File: src/hw/dbu_pkg.sv
// Package for the debug unlock and reset handshake block.
// Shared widths, codes and timing counts; no module logic.
package dbu_pkg;
   localparam int DBU_WORD_W = 32;
   localparam int DBU_NCORE = 2;
   // Password length after a key swap request
   localparam logic [3:0] DBU_PW_WORDS = 4'h8;
   // Key swap request code; arbitrary value
   localparam logic [31:0] DBU_KEY_SWAP_REQ = 32'h4b455953;
   // Reset value of the comm register
   localparam logic [31:0] DBU_COMM_RST = 32'h00000000;
   // Unlock window length between first and second point, in ns
   localparam int DBU_WINDOW_NS = 2000;
   localparam int DBU_CLK_NS = 5;
   localparam int DBU_WINDOW_CYC = DBU_WINDOW_NS / DBU_CLK_NS;
   localparam logic [15:0] DBU_WINDOW_CNT = 16'(DBU_WINDOW_CYC);
   // Positions in the tool configuration byte
   localparam int DBU_CFG_APP_RST = 7;
endpackage

File: src/hw/dbu_sync.sv
// Two-flop synchroniser for signals arriving from outside clk_i.
// Assumes the source is a level with no meaning between edges.
`timescale 1ns/1ps
module dbu_sync (
   input wire logic clk_i,
   input wire logic rst_i,
   input wire logic d_i,
   output logic q_o
);
   typedef struct packed {
      logic s1;
      logic s2;
   } dbu_sync_t;
   dbu_sync_t st;
   dbu_sync_t next_st;
   always_comb begin
      next_st.s1 = d_i;
      next_st.s2 = st.s1;
   end
   always_ff @(posedge clk_i or posedge rst_i) begin
      if (rst_i) begin
         st <= '0;
      end else begin
         st <= next_st;
      end
   end
   assign q_o = st.s2;
endmodule

File: src/hw/dbu_core.sv
// Debug unlock, reset request and halt-retention logic of the device.
// Assumes tool accesses arrive as a serial link clocked by link_clk_i,
// and firmware steps arrive as single-cycle strobes on clk_i.
//
// Behaviour
// After power-on reset firmware puts the serial word into the comm register, opening the window.
// At the second point, a key swap request in the register lets firmware take exactly 8 words.
// Without the request at the second point, the serial word is rewritten and the lock stays.
// The tool writes the key swap request between the two points, after seeing the serial word.
// During self-test the debug interface is disabled and gives no response.
// The app reset request bit raises an app reset request until the tool clears it.
// The tool runs its clock above 1 MHz and releases the request twice back to back.
// On the two-pin port the first release may fail but the second always takes effect.
// Debug state survives system and app reset; a halted boot core halts startup again.
// The tool moves the core to run before system or app resets, or uses power-on reset.
// After a system or app reset, a lockstep alarm rises when enabled, debug on, and halted or counting.
// The tool avoids the alarm by disabling debug, unhalting cores or using power-on reset.
// The comm register is read and written by tool and firmware, last writer wins.
`timescale 1ns/1ps
module dbu_core
   import dbu_pkg::*;
(
   input wire logic clk_i,
   input wire logic rst_i,
   input wire logic sys_rst_i,
   input wire logic app_rst_i,
   input wire logic selftest_busy_i,
   input wire logic link_clk_i,
   input wire logic link_sel_i,
   input wire logic link_wr_i,
   input wire logic [DBU_WORD_W-1:0] link_wdata_i,
   input wire logic link_cfg_i,
   input wire logic [7:0] link_cfg_data_i,
   input wire logic two_pin_mode_i,
   input wire logic [DBU_WORD_W-1:0] per_die_serial_word_i,
   input wire logic fw_rd_i,
   input wire logic fw_wr_i,
   input wire logic [DBU_WORD_W-1:0] fw_wdata_i,
   input wire logic device_locked_i,
   input wire logic halt_req_i,
   input wire logic run_req_i,
   input wire logic [DBU_NCORE-1:0] lockstep_enable_bit_i,
   input wire logic debug_system_enable_bit_i,
   input wire logic [DBU_NCORE-1:0] core_halted_i,
   input wire logic [DBU_NCORE-1:0] perf_cnt_en_i,
   output logic [DBU_WORD_W-1:0] debug_comm_data_reg_o,
   output logic link_resp_o,
   output logic [7:0] tool_config_reg_o,
   output logic app_reset_req_o,
   output logic unlocked_o,
   output logic pw_taking_o,
   output logic boot_halt_o,
   output logic [DBU_NCORE-1:0] lockstep_alarm_o
);
   // ======================================================
   // Link sampling
   logic lclk_s;
   logic sel_s;
   logic wr_s;
   logic cfg_s;
   logic bist_s;
   logic [DBU_WORD_W-1:0] wdata_s1;
   logic [DBU_WORD_W-1:0] wdata_s2;
   logic [7:0] cdata_s1;
   logic [7:0] cdata_s2;
   dbu_sync u_sclk (.clk_i(clk_i), .rst_i(rst_i), .d_i(link_clk_i), .q_o(lclk_s));
   dbu_sync u_ssel (.clk_i(clk_i), .rst_i(rst_i), .d_i(link_sel_i), .q_o(sel_s));
   dbu_sync u_swr (.clk_i(clk_i), .rst_i(rst_i), .d_i(link_wr_i), .q_o(wr_s));
   dbu_sync u_scfg (.clk_i(clk_i), .rst_i(rst_i), .d_i(link_cfg_i), .q_o(cfg_s));
   dbu_sync u_sbist (.clk_i(clk_i), .rst_i(rst_i), .d_i(selftest_busy_i), .q_o(bist_s));
   // Data is stable around the link edge, so a two-stage copy suffices
   always_ff @(posedge clk_i or posedge rst_i) begin
      if (rst_i) begin
         wdata_s1 <= '0;
         wdata_s2 <= '0;
         cdata_s1 <= '0;
         cdata_s2 <= '0;
      end else begin
         wdata_s1 <= link_wdata_i;
         wdata_s2 <= wdata_s1;
         cdata_s1 <= link_cfg_data_i;
         cdata_s2 <= cdata_s1;
      end
   end

   // ======================================================
   // State
   typedef enum {DBU_IDLE, DBU_WINDOW, DBU_PASSWORD, DBU_DONE} dbu_ph_t;
   typedef struct packed {
      dbu_ph_t ph;
      logic lclk_d;
      logic [DBU_WORD_W-1:0] comm;
      logic [15:0] win_cnt;
      logic [3:0] pw_cnt;
      logic unlocked;
      logic [7:0] cfg;
      logic rel_seen;
      logic halt_kept;
      logic [DBU_NCORE-1:0] alarm;
      logic resp;
   } dbu_st_t;
   dbu_st_t st;
   dbu_st_t next_st;
   logic ledge;
   logic tool_wr;
   logic tool_cfg;
   logic wreset;
   logic [DBU_NCORE-1:0] alarm_cond;

   assign ledge = lclk_s & ~st.lclk_d;
   // Tool is ignored entirely while self-test runs
   assign tool_wr = ledge & sel_s & wr_s & ~bist_s;
   assign tool_cfg = ledge & sel_s & cfg_s & ~bist_s;
   assign wreset = sys_rst_i | app_rst_i;
   assign alarm_cond = lockstep_enable_bit_i & {DBU_NCORE{debug_system_enable_bit_i}}
                       & (core_halted_i | perf_cnt_en_i);

   always_comb begin
      next_st = st;
      next_st.lclk_d = lclk_s;
      next_st.resp = ledge & sel_s & ~bist_s;
      // Tool write before firmware: firmware steps are the later writer
      if (tool_wr) begin
         next_st.comm = wdata_s2;
      end
      if (fw_wr_i) begin
         next_st.comm = fw_wdata_i;
      end
      if (tool_cfg) begin
         // Two-pin port: the first release after a request may be lost,
         // the second always lands
         if (two_pin_mode_i && st.cfg[DBU_CFG_APP_RST] && !cdata_s2[DBU_CFG_APP_RST]
             && !st.rel_seen) begin
            next_st.rel_seen = 1'b1;
            next_st.cfg = {1'b1, cdata_s2[DBU_CFG_APP_RST-1:0]};
         end else begin
            next_st.cfg = cdata_s2;
            next_st.rel_seen = 1'b0;
         end
      end
      case (st.ph)
         DBU_IDLE: begin
            next_st.comm = per_die_serial_word_i;
            next_st.win_cnt = DBU_WINDOW_CNT;
            next_st.ph = DBU_WINDOW;
         end
         DBU_WINDOW: begin
            if (st.win_cnt > 16'h0001) begin
               next_st.win_cnt = st.win_cnt - 16'h0001;
            end else if (st.comm == DBU_KEY_SWAP_REQ) begin
               next_st.pw_cnt = 4'h0;
               next_st.ph = DBU_PASSWORD;
            end else begin
               next_st.comm = per_die_serial_word_i;
               next_st.unlocked = ~device_locked_i;
               next_st.ph = DBU_DONE;
            end
         end
         DBU_PASSWORD: begin
            if (fw_rd_i) begin
               next_st.pw_cnt = st.pw_cnt + 4'h1;
               if (st.pw_cnt + 4'h1 == DBU_PW_WORDS) begin
                  next_st.unlocked = 1'b1;
                  next_st.ph = DBU_DONE;
               end
            end
         end
         DBU_DONE: begin
         end
         default: next_st.ph = DBU_IDLE;
      endcase
      // Debug state survives system and app reset; only run_req_i or power-on reset clears the halt
      if (halt_req_i) begin
         next_st.halt_kept = 1'b1;
      end else if (run_req_i) begin
         next_st.halt_kept = 1'b0;
      end
      if (wreset) begin
         next_st.alarm = st.alarm | alarm_cond;
      end
   end

   always_ff @(posedge clk_i or posedge rst_i) begin
      if (rst_i) begin
         st.ph <= DBU_IDLE;
         st.lclk_d <= 1'b0;
         st.comm <= DBU_COMM_RST;
         st.win_cnt <= 16'h0000;
         st.pw_cnt <= 4'h0;
         st.unlocked <= 1'b0;
         st.cfg <= 8'h00;
         st.rel_seen <= 1'b0;
         st.halt_kept <= 1'b0;
         st.alarm <= '0;
         st.resp <= 1'b0;
      end else begin
         st <= next_st;
      end
   end

   assign debug_comm_data_reg_o = st.comm;
   assign link_resp_o = st.resp;
   assign tool_config_reg_o = st.cfg;
   assign app_reset_req_o = st.cfg[DBU_CFG_APP_RST];
   assign unlocked_o = st.unlocked;
   assign pw_taking_o = (st.ph == DBU_PASSWORD);
   assign boot_halt_o = st.halt_kept;
   assign lockstep_alarm_o = st.alarm;

   // ======================================================
   // Checks
   AST_SERIAL_FIRST: assert property (@(posedge clk_i) disable iff (rst_i)
      st.ph == DBU_IDLE |=> debug_comm_data_reg_o == $past(per_die_serial_word_i))
      else $error("serial word not placed at first point");
   AST_PW_ENTER: assert property (@(posedge clk_i) disable iff (rst_i)
      (st.ph == DBU_WINDOW && st.win_cnt <= 16'h0001 && st.comm == DBU_KEY_SWAP_REQ)
      |=> pw_taking_o && st.pw_cnt == 4'h0)
      else $error("key swap request not accepted");
   AST_NO_REQ: assert property (@(posedge clk_i) disable iff (rst_i)
      (st.ph == DBU_WINDOW && st.win_cnt <= 16'h0001 && st.comm != DBU_KEY_SWAP_REQ
       && device_locked_i) |=> !unlocked_o && st.ph == DBU_DONE)
      else $error("locked device unlocked without request");
   AST_SELFTEST_QUIET: assert property (@(posedge clk_i) disable iff (rst_i)
      bist_s |=> !link_resp_o)
      else $error("response during self-test");
   AST_APP_REQ: assert property (@(posedge clk_i) disable iff (rst_i)
      (tool_cfg && cdata_s2[DBU_CFG_APP_RST]) |=> app_reset_req_o)
      else $error("app reset request not raised");
   AST_SECOND_REL: assert property (@(posedge clk_i) disable iff (rst_i)
      (tool_cfg && !cdata_s2[DBU_CFG_APP_RST] && st.rel_seen) |=> !app_reset_req_o)
      else $error("second release did not take effect");
   AST_HALT_KEEP: assert property (@(posedge clk_i) disable iff (rst_i)
      (boot_halt_o && wreset && !run_req_i) |=> boot_halt_o)
      else $error("halt lost on warm reset");
   AST_ALARM: assert property (@(posedge clk_i) disable iff (rst_i)
      (wreset && alarm_cond != '0) |=> (lockstep_alarm_o & $past(alarm_cond)) == $past(alarm_cond))
      else $error("lockstep alarm not raised");
   AST_LAST_WRITER: assert property (@(posedge clk_i) disable iff (rst_i)
      (fw_wr_i && st.ph == DBU_DONE) |=> debug_comm_data_reg_o == $past(fw_wdata_i))
      else $error("firmware write lost");
endmodule

File: config.mk
export PLATFORM = sky130hd
export DESIGN_NAME = dbu_core
export DESIGN_NICKNAME = d
export VERILOG_FILES = /design/src/hw/dbu_pkg.sv /design/src/hw/dbu_sync.sv /design/src/hw/dbu_core.sv
export SDC_FILE = /design/constraint.sdc
export NUM_CORES = 1
export LEC_CHECK = 0
export BUFFER_PORTS_ARGS = -buffer_cell sky130_fd_sc_hd__buf_4
export CAP_MARGIN = 20
export CORE_MARGIN = 4
export CORE_UTILIZATION = 40
export CTS_CLUSTER_DIAMETER = 200
export DETAILED_ROUTE_END_ITERATION = 10
export PLACE_DENSITY = 0.66
export SLEW_MARGIN = 5
export SYNTH_ARGS = -nofsm -noshare
export SYNTH_HDL_FRONTEND = slang
export SYNTH_HIERARCHICAL = 1
export SYNTH_SLANG_ARGS = --single-unit
File: constraint.sdc
create_clock -name clk_i -period 4.5 [get_ports clk_i]
set_input_delay 0.675 -clock clk_i [delete_from_list [all_inputs] [get_ports clk_i]]
set_output_delay 0.675 -clock clk_i [all_outputs]
set_load 0.01 [all_outputs]
Yosys cells after proc, flatten, opt, wreduce, memory -nomap -nowiden
Cells that the tools add are included.
- bitwise logic cells: 16
- add/sub/neg operators: 2
- equality and inequality tests: 12
- reduce and logical (&&, ||, !) cells: 13
- magnitude comparators: 1
- mux-type cells: 20
- operators with widths (kind ; number):
    two-way mux 32 bit ; 7
    case mux 32 bit (4 select lines) ; 1
    case mux 48 bit (2 select lines) ; 1
    == test 32 x 2 -> 1 bit (second input constant) ; 2
    == test 32 x 1 -> 1 bit (second input constant) ; 1
    == test 32 x 3 -> 1 bit (second input constant) ; 1
    == test 32 x 31 -> 1 bit (second input constant) ; 1
    zero test 32 bit ; 1
    greater-than comparator 16 x 1 -> 1 bit (second input constant) ; 1
    two-way mux 16 bit ; 1
    subtractor 16 x 1 -> 16 bit (second input constant) ; 1
    inequality test 2 bit (second input constant) ; 6
    two-way mux 5 bit ; 2
    case mux 5 bit (2 select lines) ; 1
    two-way mux 9 bit ; 1
    AND reduction 4 bit ; 2
    bitwise AND 1 bit ; 7
    nonzero test 2 bit ; 3
    two-way mux 1 bit ; 5
    AND reduction 5 bit ; 1
    adder 4 x 1 -> 4 bit (second input constant) ; 1
    bitwise AND 2 bit ; 2
    == test 4 bit (second input constant) ; 1
    two-way mux 4 bit ; 1
    other kinds (6) ; 13
- logic and storage cells: 89
- flip-flop bits (word level): 189

Logic depth before layout (Yosys ltp)
- word-level depth: 10
- mapped depth: 8
- mapped depth without buffers: 7

Cells and area by module
Netlist, hierarchy kept.
- by module, submodules not included (module ; area each (um2) ; times used ; cells each ; sequential area each (um2)):
    dbu_core ; 6297.3 ; 1 ; 514 ; 3728.6
    dbu_sync ; 53.8 ; 5 ; 3 ; 50.0

Worst setup path after synthesis
Ideal clock, no wire load.
- kind: register to register
- start point: register st[22] (netlist bit)
- end point: register st[16] (netlist bit)
- arrival: 2641 ps
- clock period less this slack: 2772 ps
- cell stages (with the launch flop): 7
- path buffers: 1
- setup time: 131 ps
- path slack: 1728 ps
- cells stage by stage: dfrtp_1 -> or4_1 -> or4_4 -> or4_1 -> clkbuf_2 -> and3_1 -> or3_1
- word-level cells in the longest chain between the ends: 3
- RTL lines (what ; RTL line ; text):
    from (decl) ; dbu_core.sv:102 ; dbu_st_t st;
    from (signal assigned) ; dbu_core.sv:197 ; st <= next_st;
    greater-than comparator 16 x 1 -> 1 bit ; dbu_core.sv:148 ; if (st.win_cnt > 16'h0001) begin
    inequality test 2 bit (no line) ; -- ;
    AND reduction 4 bit (no line) ; -- ;
Every way passes these cells.
A chain may end at the register's enable or synchronous reset.

==> impl_metrics.tcl <==
set metrics [dict create \
    outcome "completed" \
    first_pass_iters 5 \
    r2r_slack_ps 1350 \
    hp-class "input pin to asynchronous set/reset pin" \
    slew_violations 0 \
    post_cts_resized 0 \
    setup_violations 0 \
    synth_common_cells "dfrtp_1, inv_1, buf_4" \
    fin_util 0.524 \
    async_flop_share 1.00 \
    ys_ff_latch 159 \
    path_max_fanout 32 \
    core_um2 16000 \
    vias_per_cell 5.12 \
    ys.flop_type "dfrtp_1" \
    synth_area_um2 6570 \
    synth_area_per_cell_um2 12.4 \
    post-route-period-util 0.700 \
    hold_viol 0 \
    dr_total_vias 4559 \
    worstPathArrival_ps 3390 \
    port_buffers 172 \
    synth.most_common_cell "dfrtp_1" \
    fin_nets 796 \
    cts.hold.buffers_added 0 \
    synth_cells 529 \
    skew_ps 6.66 \
    worst_pin_slew_ps 1110 \
    final_cell_area_um2 8390 \
    gpl.final_weighted_congestion 0.815 \
    cts_num_sinks 159 \
    start_util 0.410 \
    cts_made_buffers 17 \
    wl_per_cell_um 18.1 \
    multiInputGateArea_um2 2040 \
    grt.overflow.total 0 \
    crit_path_end_kind "flip-flop" \
    worst_ep_required_time_ps 4740 \
    synth-warning-count 6 \
    place_area_um2 7800 \
    nFillCells 1448 \
    seqCellArea_um2 3980 \
    synth_top_area_frac 0.606 \
    yosysTopAreaCell "dfrtp_1" \
    synth_edf_count 0 \
    syn_nets 663 \
    cts_root_buf "clkbuf_16" \
    grtUsageTotal 0.180 \
    chipWidth_um 136 \
    fp-row-count 46 \
    rsz0062_at_grt "no" \
    grt_max_degree 150 \
    p_leak_nw 4.02 \
    antennaDiodeCount 0 \
    cts_tree "built" \
    finalSetupTns_ps 0 \
    ant_nets 0 \
    startpoint_type "flip-flop" \
    setup_slack_ps 1350 \
    drc 0 \
    fin_worst_hold_slack_ps 146 \
    crit_type "flip-flop to flip-flop" \
    grt_pass1_vias 5006 \
    postCtsSetupRepairBufs 0 \
    clkTransAtPathRegs_ps 60 \
    floorplan.die_area_um2 18500 \
    drv_cap 0 \
    synth_cell_types 47 \
    insertion_delay_ps 420 \
    powerDensity_nw_per_um2 398 \
    wirelength_mm 16.1 \
    drt_iter0_drc 180 \
    hpwl_mm 11.4 \
    post-route-min-period_ps 3150 \
    layout-drive-gt1-share 0.377 \
    synth_area_leaders "dfrtp_1, mux2_2, mux2i_1, buf_4, o22ai_1" \
    htree_levels 4 \
    ios 173 \
    area_growth_pct 27.7 \
    max-vdd-ir-drop_mv 0.254 \
    fmax_mhz 318 \
    antenna_found_initial 0 \
    fp.dieH_um 136 \
    max_slew_margin 0.259 \
    grt_pass1_wl_mm 25.6 \
    clock_path_buffers 2 \
    dp_slack_ps 1310 \
    ys_seq_area_frac 0.606 \
]
-- registers in the layout (all words and copies together) (netlist names) --
name and flops:
u_swr/q_o 1, debug_comm_data_reg_o 32, cdata_s2 8, u_swr/next_st 1, wdata_s1 32, lockstep_alarm_o 2
wdata_s2 32, st 24, link_resp_o 1, u_sclk/q_o 1, u_scfg/q_o 1, u_ssel/q_o 1
boot_halt_o 1, u_scfg/next_st 1, u_sbist/q_o 1, tool_config_reg_o 8, u_sclk/next_st 1, cdata_s1 8
u_sbist/next_st 1, unlocked_o 1, u_ssel/next_st 1
-- path summary, 6_finish.rpt --
| kind | from | end | depth (start not counted) |
|---|---|---|---|
| max | debug_comm_data_reg_o[18]$_DFF_PP0_ | debug_comm_data_reg_o[11]$_DFF_PP0_ | 5 |
| min | rst_i | u_swr/q_o$_DFF_PP0_ | 2 |
| max reg2reg | debug_comm_data_reg_o[18]$_DFF_PP0_ | debug_comm_data_reg_o[11]$_DFF_PP0_ | 5 |
| min reg2reg | wdata_s1[10]$_DFF_PP0_ | wdata_s2[10]$_DFF_PP0_ | 0 |
| max in group asynchronous | rst_i | cdata_s2[7]$_DFF_PP0_ | 3 |
| min in group clk_i | wdata_s1[10]$_DFF_PP0_ | wdata_s2[10]$_DFF_PP0_ | 0 |
-- where the power goes --
part	internal, mW	switching (mW)
Clock	0.857	0.553
Sequential	1.52	0.0584
Combinational	0.204	0.147
-- worst max-delay path, cell delays in order, from the launching register on --
cell,delay [ps]
dfrtp_1,390
nor4bb_1,710
nand4_1,290
or2_2,440
a41oi_4,920
o22ai_1,220
-- logic make-up after synthesis --
kind of cell,after synthesis,share of synthesized area
flops,159,0.606
buf+inv,108,0.0859
simple gates,92,0.0821
compound gates,80,0.0795
mux,74,0.121
xor+xnor,8,0.0107
fa+ha+maj,8,0.0152
-- routing by layer --
metal / up-vias / wire [um] / track usage
li1: 2086 / - / -
met1: 2263 / 6560 / 0.217
met2: 184 / 7780 / 0.290
met3: 26 / 1270 / 0.0703
met4: 0 / 455 / 0.0739
met5: - / 0 / 0
-- metrics by stage --
step           power (mW)  cells
2_1_floorplan        1.80    529
3_3_place_gp         1.95    858
3_5_place_dp         1.96    858
4_1_cts              3.38    889
5_1_grt              3.48    890
6_report             3.34    890
-- cells in the final DEF, fill, tap and decap left out, drive strengths merged, types with 5 or more instances in the layout --
cell,synthesis,routed
mux2,41,41
inv,46,45
dfrtp,159,159
nor3,5,5
nand2,16,16
mux2i,33,33
ha,8,8
nor4,5,5
clkbuf,11,23
a31oi,11,11
xnor2,7,7
nand3,6,6
buf,51,175
o21ai,9,9
or3,5,5
nand4,5,5
o22ai,34,34
nor4bb,6,6
nor2,18,18
or4,5,5
a21oi,6,6
-- cell type report --
class,instances,area share
clock inverter,9,0.0131
tap,216,0.0322
timing repair buffer,176,0.159
sequential,159,0.474
inverter,46,0.0210
multi-input combinational,262,0.244
clock buffer,22,0.0566
(Power assumes the default switching activity.)
